<file path="config.mk">
export PLATFORM = sky130hd
export DESIGN_NAME = nvsc_host
export DESIGN_NICKNAME = d
export VERILOG_FILES = /design/src/pkg/nvsc_pkg.sv /design/src/logic/nvsc_host.sv /design/src/logic/nvsc_seq_rom.sv
export SDC_FILE = /design/constraint.sdc
export NUM_CORES = 1
export LEC_CHECK = 0
export BUFFER_PORTS_ARGS = -buffer_cell sky130_fd_sc_hd__buf_2
export CAP_MARGIN = 20
export CORE_UTILIZATION = 24
export DETAILED_ROUTE_END_ITERATION = 16
export PLACE_DENSITY = 0.47
export REMOVE_ABC_BUFFERS = 1
export SLEW_MARGIN = 40
export SYNTH_ARGS = -nofsm -noshare
export SYNTH_HDL_FRONTEND = slang
export SYNTH_SLANG_ARGS = --single-unit
</file>
<file path="constraint.sdc">
create_clock -name mclk -period 2.6 [get_ports mclk]
set_input_delay 0.13 -clock mclk [delete_from_list [all_inputs] [get_ports mclk]]
set_output_delay 0.13 -clock mclk [all_outputs]
set_load 0.01 [all_outputs]
</file>
<file path="src/pkg/nvsc_pkg.sv">
// Package of constants and carrier types for the nvSRAM host controller
package nvsc_pkg;
  localparam int ADDR_W = 15;
  localparam int DATA_W = 8;
  localparam int SEQ_LEN = 6;
  localparam logic [13:0] SEQ_A0 = 14'h0E38;
  localparam logic [13:0] SEQ_A1 = 14'h31C7;
  localparam logic [13:0] SEQ_A2 = 14'h03E0;
  localparam logic [13:0] SEQ_A3 = 14'h3C1F;
  localparam logic [13:0] SEQ_A4 = 14'h303F;
  localparam logic [13:0] SEQ_STORE = 14'h0FC0;
  localparam logic [13:0] SEQ_RECALL = 14'h0C63;
  // Bus timing in cycles of mclk
  localparam int CLK_PS = 4000;
  localparam int ACC_NS = 48;
  localparam int ACC_CYC = (ACC_NS * 1000 + CLK_PS - 1) / CLK_PS;
  localparam int STORE_MS = 10;
  // Scaled in nanoseconds first so the product stays inside 32 bits
  localparam int STORE_CYC = STORE_MS * 1000 * 1000 / (CLK_PS / 1000);
  localparam int RECALL_US = 200;
  localparam int RECALL_CYC = RECALL_US * 1000 * 1000 / CLK_PS;
  localparam int HREQ_US = 20;
  localparam int HREQ_CYC = (HREQ_US * 1000 * 1000 + CLK_PS - 1) / CLK_PS;
  localparam int CNT_W = 24;

  typedef enum logic [1:0] {
    NVSC_OP_READ,
    NVSC_OP_WRITE,
    NVSC_OP_STORE,
    NVSC_OP_RECALL
  } nvsc_op_t;

  typedef struct packed {
    nvsc_op_t op;
    logic [ADDR_W-1:0] addr;
    logic [DATA_W-1:0] wdata;
  } nvsc_req_t;

  typedef struct packed {
    logic ce_n;
    logic we_n;
    logic oe_n;
    logic [ADDR_W-1:0] addr;
  } nvsc_bus_t;
endpackage

</file>
<file path="src/logic/nvsc_host.sv">
// Host controller driving the nvSRAM pins for access, store and recall
`timescale 1ns/100ps
module nvsc_host
  import nvsc_pkg::*;
#(
  parameter int STORE_CYCLES = STORE_CYC,
  parameter int RECALL_CYCLES = RECALL_CYC,
  parameter int HREQ_CYCLES = HREQ_CYC,
  parameter int BUSY_TIMEOUT = STORE_CYC + HREQ_CYC
)
(
  input wire logic mclk,
  input wire logic rstn,
  input wire logic req_valid,
  input wire nvsc_req_t req,
  output logic req_ready_r,
  output logic [DATA_W-1:0] rdata_r,
  output logic done_r,
  output logic nv_busy_r,
  output nvsc_bus_t bus_r,
  output logic [DATA_W-1:0] dq_o_r,
  output logic dq_oe_r,
  input wire logic [DATA_W-1:0] dq_i,
  output logic sb_o_r,
  output logic sb_oe_r,
  input wire logic sb_i
);
  typedef enum logic [2:0] {
    NVSC_IDLE, NVSC_ACC, NVSC_GAP, NVSC_SEQ, NVSC_HREQ, NVSC_WAIT, NVSC_HOLD
  } nvsc_state_t;

  nvsc_state_t state_r;
  nvsc_op_t op_r;
  logic [ADDR_W-1:0] addr_r;
  logic [CNT_W-1:0] cnt_r;
  logic [2:0] step_r;
  logic [13:0] seq_addr;
  logic seq_go;

  // Saturating compare used for every timed phase
  function automatic logic cnt_done(input logic [CNT_W-1:0] c,
                                    input int lim);
    cnt_done = c >= CNT_W'(lim - 1);
  endfunction

  nvsc_seq_rom u_rom (
    .mclk(mclk),
    .rstn(rstn),
    .step(step_r),
    .recall(op_r == NVSC_OP_RECALL),
    .addr_r(seq_addr)
  );

  assign seq_go = req_valid && req_ready_r;

  // Main sequencer; sequence steps are CE-only reads so no stray access
  // can fall between them and abort the chain
  always_ff @(posedge mclk or negedge rstn) begin
    if (!rstn) begin
      state_r <= NVSC_IDLE;
      op_r <= NVSC_OP_READ;
      addr_r <= '0;
      cnt_r <= '0;
      step_r <= 3'd0;
    end else begin
      case (state_r)
        NVSC_IDLE: begin
          cnt_r <= '0;
          step_r <= 3'd0;
          if (seq_go) begin
            op_r <= req.op;
            addr_r <= req.addr;
            case (req.op)
              NVSC_OP_STORE: state_r <= NVSC_GAP;
              NVSC_OP_RECALL: state_r <= NVSC_GAP;
              default: state_r <= NVSC_ACC;
            endcase
          end
        end
        NVSC_ACC: begin
          cnt_r <= cnt_r + 1'b1;
          if (cnt_done(cnt_r, ACC_CYC)) begin
            cnt_r <= '0;
            state_r <= (op_r == NVSC_OP_READ || op_r == NVSC_OP_WRITE)
              ? NVSC_HOLD : NVSC_GAP;
          end
        end
        NVSC_GAP: begin
          // CE high between steps gives each read its own falling edge
          cnt_r <= cnt_r + 1'b1;
          if (cnt_done(cnt_r, ACC_CYC)) begin
            cnt_r <= '0;
            if (op_r == NVSC_OP_READ || op_r == NVSC_OP_WRITE) begin
              state_r <= NVSC_IDLE;
            end else if (step_r == 3'(SEQ_LEN)) begin
              state_r <= NVSC_WAIT;
            end else begin
              state_r <= NVSC_SEQ;
            end
          end
        end
        NVSC_SEQ: begin
          cnt_r <= cnt_r + 1'b1;
          if (cnt_done(cnt_r, ACC_CYC)) begin
            cnt_r <= '0;
            step_r <= step_r + 3'd1;
            state_r <= NVSC_GAP;
          end
        end
        NVSC_HREQ: begin
          cnt_r <= cnt_r + 1'b1;
          if (cnt_done(cnt_r, HREQ_CYCLES)) begin
            cnt_r <= '0;
            state_r <= NVSC_WAIT;
          end
        end
        NVSC_WAIT: begin
          // Wait out the recall; for a store, wait it out and then for the busy pin to rise, giving up at BUSY_TIMEOUT
          cnt_r <= cnt_r + 1'b1;
          if (op_r == NVSC_OP_RECALL) begin
            if (cnt_done(cnt_r, RECALL_CYCLES)) begin
              state_r <= NVSC_IDLE;
            end
          end else if ((cnt_done(cnt_r, STORE_CYCLES) && sb_i) ||
                       cnt_done(cnt_r, BUSY_TIMEOUT)) begin
            state_r <= NVSC_IDLE;
          end
        end
        NVSC_HOLD: state_r <= NVSC_GAP;
        default: state_r <= NVSC_IDLE;
      endcase
      // Pin-store request is a store op with the top address bit set
      if (state_r == NVSC_IDLE && seq_go && req.op == NVSC_OP_STORE &&
          req.addr[ADDR_W-1]) begin
        state_r <= NVSC_HREQ;
      end
    end
  end

  // Chip pins; CE high outside strobes keeps each step CE-controlled
  always_ff @(posedge mclk or negedge rstn) begin
    if (!rstn) begin
      bus_r <= '{ce_n: 1'b1, we_n: 1'b1, oe_n: 1'b1, addr: '0};
      dq_o_r <= '0;
      dq_oe_r <= 1'b0;
    end else begin
      bus_r.ce_n <= !(state_r == NVSC_ACC || state_r == NVSC_SEQ);
      bus_r.we_n <= !(state_r == NVSC_ACC && op_r == NVSC_OP_WRITE);
      bus_r.oe_n <= !(state_r == NVSC_ACC && op_r == NVSC_OP_READ);
      if (state_r == NVSC_SEQ || state_r == NVSC_GAP) begin
        bus_r.addr <= {1'b0, seq_addr};
      end else begin
        bus_r.addr <= addr_r;
      end
      // Latch write data at accept so a changing request cannot corrupt it
      if (seq_go) begin
        dq_o_r <= req.wdata;
      end
      dq_oe_r <= state_r == NVSC_ACC && op_r == NVSC_OP_WRITE;
    end
  end

  // Busy pin: driven low only during a pin-store request
  always_ff @(posedge mclk or negedge rstn) begin
    if (!rstn) begin
      sb_o_r <= 1'b1;
      sb_oe_r <= 1'b0;
    end else begin
      sb_o_r <= 1'b0;
      sb_oe_r <= state_r == NVSC_HREQ;
    end
  end

  // Handshake and read capture; busy stops new accesses
  always_ff @(posedge mclk or negedge rstn) begin
    if (!rstn) begin
      req_ready_r <= 1'b0;
      rdata_r <= '0;
      done_r <= 1'b0;
      nv_busy_r <= 1'b0;
    end else begin
      req_ready_r <= state_r == NVSC_IDLE && !seq_go && sb_i;
      done_r <= state_r != NVSC_IDLE && state_r != NVSC_HOLD &&
        cnt_done(cnt_r, ACC_CYC) && state_r == NVSC_GAP &&
        (op_r == NVSC_OP_READ || op_r == NVSC_OP_WRITE);
      if (state_r == NVSC_ACC && op_r == NVSC_OP_READ &&
          cnt_done(cnt_r, ACC_CYC)) begin
        rdata_r <= dq_i;
      end
      nv_busy_r <= state_r == NVSC_HREQ || state_r == NVSC_WAIT || !sb_i;
    end
  end
endmodule

</file>
<file path="src/logic/nvsc_seq_rom.sv">
// Sequence address table, one registered word out per step
`timescale 1ns/100ps
module nvsc_seq_rom
  import nvsc_pkg::*;
(
  input wire logic mclk,
  input wire logic rstn,
  input wire logic [2:0] step,
  input wire logic recall,
  output logic [13:0] addr_r
);
  // Registered read keeps the address path off the step decode
  always_ff @(posedge mclk or negedge rstn) begin
    if (!rstn) begin
      addr_r <= 14'h0000;
    end else begin
      case (step)
        3'd0: addr_r <= SEQ_A0;
        3'd1: addr_r <= SEQ_A1;
        3'd2: addr_r <= SEQ_A2;
        3'd3: addr_r <= SEQ_A3;
        3'd4: addr_r <= SEQ_A4;
        3'd5: addr_r <= recall ? SEQ_RECALL : SEQ_STORE;
        default: addr_r <= SEQ_A0;
      endcase
    end
  end
endmodule

</file>
* After elaboration in Yosys (flattened, before gate mapping)
Cells that the tools add are included.
W data, S select, Z words.
** Operators by class
- $add $sub $neg :: 2
- Magnitude comparators :: 5
- Eq/ne operators :: 25
- Multiplexer cells :: 22
- Reductions and logical operators :: 35
** Operators by type and width (count)
- $pmux W24 S4 :: 1
- $pmux W14 S5 :: 1
- $ge A24 B22 Y1 const B :: 2
- $mux W24 :: 2
- $mux W3 :: 13
- $add A24 B1 Y24 const B :: 1
- $ge A24 B13 Y1 const B :: 1
- $ge A24 B16 Y1 const B :: 1
- $ge A24 B4 Y1 const B :: 1
- $pmux W3 S7 :: 1
- $eq A3 B3 Y1 const B :: 6
- $mux W15 :: 1
- $logic_and A1 B1 Y1 :: 14
- $eq A3 B2 Y1 const B :: 4
- $ne A3 B2 Y1 const B :: 4
- $mux W10 :: 1
- $reduce_and A7 Y1 :: 1
- $eq A2 B2 Y1 const B :: 3
- $eq A3 B1 Y1 const B :: 2
- $logic_or A1 B1 Y1 :: 6
- $ne A3 B3 Y1 const B :: 2
- $pmux W3 S2 :: 1
- $logic_not A1 Y1 :: 5
- $ne A4 B3 Y1 const B :: 1
- 13 further kinds :: 14
** Word-level totals
- Bits in registers :: 101
- Input port bits :: 37

* Logic depth before layout (Yosys ltp)
Gate-level depths: netlist of run 1.
- Depth in word-level cells :: 7
- Depth in mapped cells :: 8
- Depth with buffers taken out :: 7

* Modules after synthesis
A second synthesis of run 1 with hierarchy kept.
** Unflattened totals
- Cells, all modules :: 449
- Area, all modules :: 4586.9 um^2
** Modules (own cells, without submodules)
- nvsc_host :: times used 1, cells an instance 417, area each 4224.1 um^2
- nvsc_seq_rom :: times used 1, cells an instance 32, area each 362.8 um^2

* Worst setup path after synthesis of run 1
OpenSTA, ideal clock, no wires.
- Path type :: register -> register
- Start point :: reg cnt_r[0]
- End point :: reg rdata_r[0]
- Setup time :: 127 ps
- Arrival time :: 2010 ps
- Slack :: 462 ps
- Stages on the path, launching flop included :: 8
- Cells stage by stage :: dfrtp_1 > ha_1 > nor2b_1 > a211o_1 > or3_1 > nand2b_1 > buf_4 > mux2_1
** On the way
- Longest elaborated chain between the ends :: 2
** Ends and longest elaborated chain
- start: declaration :: RTL line nvsc_host.sv:35 : logic [CNT_W-1:0] cnt_r;
- start signal: assignment :: RTL line nvsc_host.sv:81 : cnt_r <= cnt_r + 1'b1;
- start signal: assignment :: RTL line nvsc_host.sv:90 : cnt_r <= cnt_r + 1'b1;
- start signal: assignment :: RTL line nvsc_host.sv:103 : cnt_r <= cnt_r + 1'b1;
- $ge A24 B4 Y1 :: RTL line nvsc_host.sv:43 : cnt_done = c >= CNT_W'(lim - 1);
- $logic_and A1 B1 Y1 :: RTL line nvsc_host.sv:186 : if (state_r == NVSC_ACC && op_r == NVSC_OP_READ &&
- end signal: assignment :: RTL line nvsc_host.sv:188 : rdata_r <= dq_i;
- end: declaration :: RTL line nvsc_host.sv:17 : output logic [DATA_W-1:0] rdata_r,
Every way passes these cells.
A chain may end at the register's enable or synchronous reset.

* Final worst setup path of run 1
- Start point :: reg cnt_r[0]
- End point :: reg rdata_r[5]
Same word-level chain as after synthesis.

==> flow_metrics.py, run 1 <==
metrics = {
    "global_route": {
        "grt_pass1_vias": 3246,
        "grt_antenna_before_repair": 0,
        "grt_overflow_total": 0,
        "grt.total_usage_pct": 11.6,
        "groute.layer.met1.usage_pct": 14.2,
        "largest_net_degree_at_the_start_of_global_routing": 53,
        "busiest_layer": "met2",
        "grt_first_pass_wirelength_um": 16500,
        "grtUsageMet2_pct": 19.1,
        "groute.layer.met3.usage_pct": 3.33,
    },
    "floorplan": {
        "floorplan.die.height_um": 137,
        "core_area_um2": 17500,
        "dieArea_um2": 18800,
        "starting_density_pct": 24.9,
        "chipWidth_um": 137,
        "io-pin-count": 77,
        "num_rows": 48,
    },
    "power": {
        "power_frac_seq_pct": 43.1,
        "switching_share_pct": 33.4,
        "clock_power_share_pct": 25.8,
        "net_switching_w": 0.00167,
        "static-leakage-power_nw": 2.52,
        "irDropWorstVdd_uv": 464,
        "power.internal_w": 0.00333,
        "power-per-cell-area_nw_per_um2": 909,
        "share_comb_of_total_power_pct": 31.1,
    },
    "synth": {
        "yosysSeqAreaShare_pct": 54.5,
        "synth_mux_area_share_pct": 9.07,
        "async_flop_share_pct": 100,
        "synth.top_cell.area_share_pct": 52.1,
        "syn_area_um2": 4370,
        "synth_largest_area_cell": "dfrtp_1",
        "synthesis.yosys.warnings": 0,
        "synth_compound_gate_area_share_pct": 9.24,
        "synth.avg_cell_area_um2": 10.3,
        "dominantRegCellSynth": "dfrtp_1",
        "synth-simple-area-share_pct": 20.0,
        "postSynthRegisterBits": 95,
        "adder_cell_share_of_the_synthesized_area_pct": 1.72,
        "syn_inst": 423,
        "synth-edff-count": 0,
        "biggest_area_contributors_in_the_synthesized_netlist": "dfrtp_1, mux2_2, nand2_1",
        "synth-xor-area-share_pct": 1.80,
        "synth.distinct_cells": 55,
        "synth_top_family_by_area": "simple AND/OR/NAND/NOR gates",
    },
    "clocking": {
        "worst_setup_hold_path_clk_slew_ns": 0.07,
        "cts_buffers": 9,
        "ctsLongestPathBuffers": 2,
        "clk_root_buffer_cell": "clkbuf_16",
        "cts.repair.resized": 0,
        "cts_tree": "built",
        "clock_net_sink_count": 95,
        "later_pin_clock_latency_in_the_skew_report_ns": 0.35,
        "clock_tree.htree_level_count": 3,
    },
    "critical_path": {
        "critical_path_end_type": "flip-flop",
        "worstPathRequired_ns": 2.83,
        "path_cells": "ha_1 -> nor2b_1 -> a211o_1 -> or3_1 -> nand2b_1 -> mux2_1",
        "cp_max_fo": 8,
        "worst_path_max_delay_cell": "dfrtp_1",
        "timing.reg2reg.setup_slack_ns": 0.18,
        "worstPathBufferInverterCount": 0,
        "crit_path_start_kind": "flip-flop",
        "path_delay_family": "simple AND/OR/NAND/NOR gates",
        "cpPeakStageDelay_ns": 0.42,
        "worst_setup_path_type": "flip-flop to flip-flop",
        "worst-endpoint-arrival_ns": 2.64,
    },
    "sta": {
        "fin_worst_skew_ns": 0.00758,
        "slew_violations": 0,
        "final_critical_path_time_including_i_o_delays_and_setup_ns": 2.42,
        "unrepaired_setup_endpoints_after_global_routing": "false",
        "timing.setup.tns_ns": 0,
        "worst_slew_margin_rel_pct": 54.9,
        "timing_worst_slew_pin_value_ns": 0.677,
        "timing_hold_violations_final": 0,
        "final.period_utilization_pct": 93.0,
        "worst_hold_margin_ns": 0.0153,
        "setup_violations": 0,
        "fmax_ghz": 0.414,
    },
    "placed_design": {
        "place.detailed.hpwl_um": 7150,
        "port-buffer-count": 76,
        "place_congestion": 0.824,
    },
    "cells_and_area": {
        "layout-area-overhead-vs-synth_pct": 25.7,
        "layout-drive-gt1-share_pct": 26.6,
        "final.fill_count": 1801,
        "diodes": 0,
        "finish.net_count": 557,
    },
    "route": {
        "drt.antenna.violating_nets": 0,
        "post_dr_vias_cell": 4.54,
        "dr.pass1.iters": 4,
        "first_iter_violations": 176,
        "vias": 3377,
        "routed_wl_per_cell_um": 13.4,
        "drc": 0,
        "wirelength_um": 10000,
    },
    "outcome": {
        "outcome": "completed",
    },
    "min_path": {
        "hold_crit_class": "input port to flip-flop",
    },
    "job": {
        "max_cap_viols": 0,
    },
}
## per-layer routing
metal | part of all wire, % | routed length (um)
met1 | 45 | 4550
met2 | 49 | 4870
met3 | 4.3 | 432
met4 | 1.6 | 157
met5 | 0 | 0
## sequential cells by signal, indices dropped and copies added (netlist names)
register / count
nv_busy_r: 1
dq_o_r: 8
req_ready_r: 1
dq_oe_r: 1
done_r: 1
addr_r: 15
bus_r: 18
state_r: 3
rdata_r: 8
sb_oe_r: 1
cnt_r: 24
op_r: 2
step_r: 3
u_rom.addr_r: 8
sb_o_r: 1
## cell usage in the layout (no fill, tap or decap), types with 3 or more instances in the layout
master and instances:
dfrtp_1 91, buf_2 75, nand2_1 74, nor2_1 32
mux2_2 25, o21ai_0 21, dlygate4sd3_1 20, nand3_1 17
inv_1 12, a21oi_1 12, nor3_1 11, or3_1 9
nand4_1 9, clkbuf_16 9, mux2_1 8, ha_1 6
buf_4 6, nand2b_1 5, xnor2_1 5, nor2b_1 4
a2bb2oi_1 4, o31ai_1 4, xor2_1 4, dfstp_2 4
a31oi_1 3, and3_1 3, clkbuf_8 3
## metrics by stage
step / utilization (%) / instance area [um2] / total power, W / cells / worst slack [ns]
finish: 31.3 / 5500 / 0.00500 / 744 / 0.183
global route: 31.3 / 5500 / 0.00539 / 744 / 0.0555
floorplan: - / 4260 / 0.00309 / 400 / 0.405
CTS: 31.3 / 5490 / 0.00510 / 743 / 0.176
detailed placement: 28.5 / 5000 / 0.00375 / 708 / 0.194
global placement: 28.5 / 5000 / 0.00373 / 708 / 0.271
## cell usage after synthesis (all sizes together), types with 3 or more instances
cell type	instances
or2	3
mux2	34
nor2b	4
dfrtp	91
o31ai	5
nor4	3
a31oi	3
nand2	74
ha	6
nand2b	6
xor2	4
nor2	33
dfstp	4
buf	9
clkbuf	14
xnor2	5
and3	3
nor3	11
a2bb2oi	4
o21ai	21
nand4	10
nand3	17
inv	12
or3	9
a21oi	12
## final timing paths
kind,start,to,cells after the start
max,cnt_r[0]$_DFFE_PN0P_,rdata_r[5]$_DFFE_PN0P_,6
min,req[2],dq_o_r[2]$_DFFE_PN0P_,2
max reg2reg,cnt_r[0]$_DFFE_PN0P_,rdata_r[5]$_DFFE_PN0P_,6
min reg2reg,u_rom.addr_r[6]$_DFF_PN0_,bus_r[6]$_DFF_PN0_,2
max in group asynchronous,rstn,bus_r[17]$_DFF_PN1_,3
min in group asynchronous,rstn,dq_oe_r$_DFF_PN0_,2
## logic make-up (layout without fill, tap and decap cells)
| group | after synthesis | in the layout |
|---|---|---|
| AO/OA/AOI/OAI | 61 | 61 |
| XOR/XNOR | 9 | 9 |
| adder cells (fa/ha/maj) | 6 | 6 |
| buffers and inverters | 35 | 131 |
| flip-flops | 95 | 95 |
| multiplexers | 35 | 35 |
| other | 1 | 1 |
| AND/OR/NAND/NOR | 181 | 181 |
## power by group through the flow
stage	Clock (W)	Combinational, W	Sequential [W]
floorplan	0	0.000835	0.00225
global placement	0	0.00156	0.00217
detailed placement	0	0.00157	0.00219
CTS	0.00134	0.00160	0.00216
global route	0.00141	0.00176	0.00222
finish	0.00129	0.00155	0.00215
## timing repair
| item | CTS | global route |
|---|---|---|
| endpoints found under the hold margin | 67 | 1 |
| hold buffers | 19 | 1 |
| buffers inserted | 0 | 0 |
## cell type report
type	instances	area, um2	area share [%]
Multi-Input combinational cell	293	1830	33.3
Clock buffer	12	267	4.85
Clock inverter	4	28.8	0.524
Tap cell	225	282	5.12
Inverter	12	45.0	0.819
Sequential cell	95	2380	43.3
Timing Repair Buffer	103	661	12.0
(Power assumes the default switching activity.)
==> inputs of run 2 (changes only) <==
- PLACE_DENSITY: 0.47 -> not set
==> run 2 against run 1 <==
  * Wire length shrank 3.0%
  * Largest cell class unchanged
  * Register-to-register slack is essentially flat
  * Critical path type unchanged
  * Critical path depth is the same
  * Via count shrank 3.0%
==> flow_metrics.py, run 2 (synthesis gave the netlist of run 1 again) <==
metrics = {
    "outcome": {
        "outcome": "completed",
    },
    "global_route": {
        "grt_pass1_vias": 3196,
        "grt_antenna_before_repair": 0,
        "grt_first_pass_wirelength_um": 16200,
        "grt.total_usage_pct": 11.1,
        "grt_overflow_total": 0,
        "largest_net_degree_at_the_start_of_global_routing": 57,
    },
    "sta": {
        "unrepaired_setup_endpoints_after_global_routing": "false",
        "final.period_utilization_pct": 93.3,
        "timing.setup.tns_ns": 0,
        "fin_worst_skew_ns": 0.00580,
        "fmax_ghz": 0.412,
        "timing_worst_slew_pin_value_ns": 0.716,
        "slew_violations": 0,
        "timing_hold_violations_final": 0,
        "setup_violations": 0,
        "final_critical_path_time_including_i_o_delays_and_setup_ns": 2.43,
        "worst_slew_margin_rel_pct": 52.3,
        "worst_hold_margin_ns": 0.0166,
    },
    "clocking": {
        "cts_tree": "built",
        "ctsLongestPathBuffers": 2,
        "cts_buffers": 9,
        "clock_tree.htree_level_count": 3,
        "cts.repair.resized": 0,
        "worst_setup_hold_path_clk_slew_ns": 0.06,
        "later_pin_clock_latency_in_the_skew_report_ns": 0.34,
        "clk_root_buffer_cell": "clkbuf_16",
        "post_cts.repair.setup_buffers": 0,
        "clock_net_sink_count": 95,
    },
    "cells_and_area": {
        "layout-drive-gt1-share_pct": 26.7,
        "largestRegisters": "cnt_r: 24 flops, bus_r: 18 flops, addr_r: 15 flops",
        "stdcell_area_um2": 5320,
        "post-route-util_pct": 30.3,
        "finish.net_count": 539,
        "largest_register_ffs": 24,
        "most_used_cells_in_the_layout_excluding_fill_and_tap_cells": "dfrtp_1, buf_2, nand2_1, nor2_1, mux2_2",
        "top_register": "cnt_r",
        "layout_commonest_cell": "dfrtp_1",
        "layout-area-overhead-vs-synth_pct": 21.6,
        "diodes": 0,
    },
    "min_path": {
        "whs_endpoint": "rdata_r[3]$_DFFE_PN0P_",
        "hold-path-cell-count": 2,
        "hold_path.startpoint": "dq_i[3]",
        "hold_crit_class": "input port to flip-flop",
    },
    "power": {
        "irDropWorstVdd_uv": 417,
        "static-leakage-power_nw": 2.44,
        "fin_total_pwr_w": 0.00504,
        "power-per-cell-area_nw_per_um2": 948,
    },
    "route": {
        "drt.antenna.violating_nets": 0,
        "first_iter_violations": 193,
        "vias": 3275,
        "drc": 0,
        "routed_wl_per_cell_um": 13.4,
        "wirelength_um": 9700,
        "post_dr_vias_cell": 4.52,
        "dr.pass1.iters": 4,
    },
    "critical_path": {
        "worst-endpoint-arrival_ns": 2.64,
        "cp_max_fo": 8,
        "cpPeakStageDelay_ns": 0.42,
        "path_delay_family": "simple AND/OR/NAND/NOR gates",
        "worstPathBufferInverterCount": 0,
        "path_cells": "ha_1 -> nor2b_1 -> a211o_1 -> or3_1 -> nand2b_1 -> mux2_1",
        "crit_path_start_kind": "flip-flop",
        "r2r-start": "cnt_r[0]$_DFFE_PN0P_",
        "worst_setup_path_type": "flip-flop to flip-flop",
        "critical_path_end_type": "flip-flop",
        "regToRegEndpoint": "rdata_r[1]$_DFFE_PN0P_",
        "worstSetupPathDepth": 6,
        "rr_worst_depth": 6,
        "worst_path_max_delay_cell": "dfrtp_1",
        "worst_setup_sp": "cnt_r[0]$_DFFE_PN0P_",
        "timing.reg2reg.setup_slack_ns": 0.17,
        "worstPathRequired_ns": 2.82,
    },
    "floorplan": {
        "num_rows": 48,
        "io-pin-count": 77,
        "chipWidth_um": 137,
        "starting_density_pct": 24.9,
        "dieArea_um2": 18800,
        "floorplan.die.height_um": 137,
        "core_area_um2": 17500,
    },
    "job": {
        "max_cap_viols": 0,
    },
    "placed_design": {
        "place_congestion": 0.844,
        "place_area_um2": 4970,
        "port-buffer-count": 76,
        "place.detailed.hpwl_um": 7080,
    },
}
## run 2: how the worst max path moves through the flow
stage                                         to  slack (ns)
after floorplan           rdata_r[0]$_DFFE_PN0P_        0.41
after global placement    rdata_r[1]$_DFFE_PN0P_        0.27
after detailed placement  rdata_r[1]$_DFFE_PN0P_        0.18
after CTS                 rdata_r[1]$_DFFE_PN0P_        0.16
after global routing      rdata_r[1]$_DFFE_PN0P_        0.06
final                     rdata_r[1]$_DFFE_PN0P_        0.17
## run 2: routing by layer
metal  vias to the layer above  global-route usage, %  share of wire [%]
met5                         -                      0                  0
met4                         0                   4.03                1.0
met3                         8                   3.00                4.8
met2                        68                   18.2                 49
met1                      1593                   14.0                 45
li1                       1606                      -                  -
## run 2: metrics by stage
step | cells | setup slack (ns)
2_1_floorplan | 400 | 0.405
3_3_place_gp | 706 | 0.268
3_5_place_dp | 706 | 0.178
4_1_cts | 724 | 0.163
5_1_grt | 724 | 0.0562
6_report | 724 | 0.175
## run 2: cell type report
cell class / count / area [um2]
Tap cell: 225 / 282
Sequential cell: 95 / 2380
Clock buffer: 10 / 229
Clock inverter: 4 / 72.6
Inverter: 12 / 45.0
Timing Repair Buffer: 85 / 473
Fill cell: 1832 / 12200
Multi-Input combinational cell: 293 / 1830
## run 2: repair_timing
action | CTS | global route
endpoints found under the hold margin | 54 | 0
hold buffers | 4 | 0
endpoints found under the setup margin | 0 | 0
## run 2: power breakdown
part | internal [W] | leakage (nW) | switching [W]
Clock | 0.000831 | 0.144 | 0.000537
Combinational | 0.000664 | 1.09 | 0.000871
Sequential | 0.00190 | 1.20 | 0.000234
Total | 0.00340 | 2.44 | 0.00164
==> inputs of run 3 (changes only) <==
- CELL_PAD_IN_SITES_DETAIL_PLACEMENT: not set -> 1
- CELL_PAD_IN_SITES_GLOBAL_PLACEMENT: not set -> 1
- PLACE_DENSITY_LB_ADDON: not set -> 0.1
==> run 3 against run 2 <==
  * Register-to-register slack better by 0.07 ns
  * First-iteration DRC count is 41% lower
  * Highest routed layer unchanged
  * Largest power group unchanged
  * Non-clock buffer count is 28 higher
  * Largest cell class unchanged
  * Die area stayed put
  * Critical path depth stayed put
  * Clock skew is 0.00066 ns higher
  * Sequential cell count stayed put
  * Combinational power is 5% higher
  * Critical endpoint unchanged
==> flow_metrics.py, run 3 (synthesis gave the netlist of run 1 again) <==
metrics = {
    "route": {
        "wirelength_um": 11800,
        "drt.antenna.violating_nets": 0,
        "first_iter_violations": 114,
        "routed_wl_per_cell_um": 15.6,
        "drc": 0,
        "vias": 3421,
        "dr.pass1.iters": 4,
        "post_dr_vias_cell": 4.54,
    },
    "cells_and_area": {
        "largest_register_ffs": 24,
        "finish.net_count": 567,
        "stdcell_area_um2": 5580,
        "largestRegisters": "cnt_r: 24 flops, bus_r: 18 flops, addr_r: 15 flops",
        "layout_commonest_cell": "dfrtp_1",
        "area_occupied_by_multi_input_gates_um2": 1830,
        "post_layout_nonfiller_instances": 754,
        "layout-area-overhead-vs-synth_pct": 27.6,
        "final.fill_count": 2001,
        "most_used_cells_in_the_layout_excluding_fill_and_tap_cells": "dfrtp_1, buf_2, nand2_1, nor2_1, mux2_2",
        "layout-drive-gt1-share_pct": 28.4,
        "diodes": 0,
        "top_register": "cnt_r",
        "seq_area_um2": 2380,
    },
    "critical_path": {
        "worst_setup_path_type": "flip-flop to flip-flop",
        "r2r-start": "cnt_r[0]$_DFFE_PN0P_",
        "rr_worst_depth": 6,
        "critical_path_end_type": "flip-flop",
        "cp_max_fo": 8,
        "worst-endpoint-arrival_ns": 2.59,
        "crit_path_start_kind": "flip-flop",
        "timing.reg2reg.setup_slack_ns": 0.25,
        "worstPathRequired_ns": 2.83,
        "regToRegEndpoint": "rdata_r[1]$_DFFE_PN0P_",
    },
    "clocking": {
        "clock_net_sink_count": 95,
        "later_pin_clock_latency_in_the_skew_report_ns": 0.35,
        "worst_setup_hold_path_clk_slew_ns": 0.07,
        "post_cts.repair.setup_buffers": 0,
        "clk_root_buffer_cell": "clkbuf_16",
        "cts_tree": "built",
        "cts_buffers": 9,
        "clock_tree.htree_level_count": 3,
        "ctsLongestPathBuffers": 2,
    },
    "power": {
        "power-per-cell-area_nw_per_um2": 922,
        "clock_power_share_pct": 27.3,
        "power.internal_w": 0.00337,
        "net_switching_w": 0.00177,
        "static-leakage-power_nw": 2.57,
        "share_comb_of_total_power_pct": 31.1,
        "switching_share_pct": 34.4,
        "power_frac_seq_pct": 41.7,
        "irDropWorstVdd_uv": 403,
    },
    "floorplan": {
        "dieArea_um2": 18800,
        "core_area_um2": 17500,
        "chipWidth_um": 137,
        "num_rows": 48,
        "io-pin-count": 77,
        "starting_density_pct": 24.9,
        "floorplan.die.height_um": 137,
    },
    "sta": {
        "fmax_ghz": 0.425,
        "timing.setup.tns_ns": 0,
        "worst_slew_margin_rel_pct": 60.7,
        "final_critical_path_time_including_i_o_delays_and_setup_ns": 2.35,
        "setup_violations": 0,
        "timing_worst_slew_pin_value_ns": 0.590,
        "unrepaired_setup_endpoints_after_global_routing": "false",
        "timing.final.ws_setup_ns": 0.245,
        "final.period_utilization_pct": 90.6,
        "slew_violations": 0,
        "timing_hold_violations_final": 0,
        "fin_worst_skew_ns": 0.00646,
    },
    "placed_design": {
        "place_congestion": 0.813,
        "place.detailed.hpwl_um": 8620,
        "port-buffer-count": 76,
        "dpl.cell_count": 719,
        "place_area_um2": 5070,
        "pre_cts_ws_ns": 0.0987,
    },
    "job": {
        "max_cap_viols": 0,
    },
    "global_route": {
        "grt_antenna_before_repair": 0,
        "grt_overflow_total": 0,
        "grt_first_pass_wirelength_um": 19900,
        "largest_net_degree_at_the_start_of_global_routing": 56,
        "grt_pass1_vias": 3834,
        "grt.total_usage_pct": 13.9,
    },
    "min_path": {
        "hold_path.startpoint": "req[19]",
        "hold_crit_class": "input port to flip-flop",
        "hold-path-cell-count": 2,
        "whs_endpoint": "addr_r[11]$_DFFE_PN0P_",
    },
    "outcome": {
        "outcome": "completed",
    },
}
## run 3: cell types whose count changed in the layout (fill, tap and decap cells not counted), sizes merged
cell and change:
clkinv +1, buf +13, dlygate4sd3 +15, inv +3
clkbuf -1, bufinv -1
## run 3: power groups by stage
stage	Sequential, W	Clock (W)	Combinational (W)
after global routing	0.00221	0.00150	0.00181
final	0.00214	0.00140	0.00160
after detailed placement	0.00218	0	0.00163
after CTS	0.00215	0.00145	0.00166
after floorplan	0.00225	0	0.000835
after global placement	0.00216	0	0.00160
## run 3: worst max-delay path, stage by stage (launching register included)
cell and delay, ns:
dfrtp_1 0.42, ha_1 0.28, nor2b_1 0.17, a211o_1 0.36, or3_1 0.43, nand2b_2 0.22, mux2_1 0.35
## run 3: layout make-up
cell class	instances	share of cell area, %
Clock inverter	7	1.59
Clock buffer	9	4.04
Inverter	12	0.808
Sequential cell	95	42.7
Timing Repair Buffer	113	12.9
Tap cell	225	5.05
Multi-Input combinational cell	293	32.9
## run 3: stage by stage
stage                     util (%)  hold WS (ns)  power, W
final                         31.8        0.0116   0.00514
after global routing          31.8       0.00681   0.00552
after CTS                     31.8      0.000119   0.00526
after detailed placement      28.9         0.181   0.00381
after global placement        28.9         0.179   0.00377
after floorplan                  -        -0.166   0.00309
## run 3: worst max path at each step
stage	cells after the start	to	slack (ns)	startpoint
after floorplan	6	rdata_r[0]$_DFFE_PN0P_	0.41	cnt_r[0]$_DFFE_PN0P_
after global placement	6	rdata_r[0]$_DFFE_PN0P_	0.17	cnt_r[0]$_DFFE_PN0P_
after detailed placement	6	rdata_r[1]$_DFFE_PN0P_	0.1	cnt_r[0]$_DFFE_PN0P_
after CTS	6	rdata_r[1]$_DFFE_PN0P_	0.09	cnt_r[0]$_DFFE_PN0P_
after global routing	8	cnt_r[6]$_DFFE_PN0P_	0.04	cnt_r[0]$_DFFE_PN0P_
final	6	rdata_r[1]$_DFFE_PN0P_	0.25	cnt_r[0]$_DFFE_PN0P_
## run 3: per-layer routing
| metal | vias up | part of all wire (%) | global-route usage (%) |
|---|---|---|---|
| li1 | 1656 | - | - |
| met1 | 1707 | 45 | 16.9 |
| met2 | 47 | 51 | 24.3 |
| met3 | 11 | 2.7 | 2.19 |
| met4 | 0 | 1.6 | 5.68 |
| met5 | - | 0 | 0 |
## run 3: repair_timing
| item | 4_1_cts | 5_1_grt |
|---|---|---|
| hold endpoints to repair | 54 | 0 |
| hold buffers | 19 | 0 |
| resized for setup | 0 | 1 |
| setup endpoints to repair | 0 | 7 |
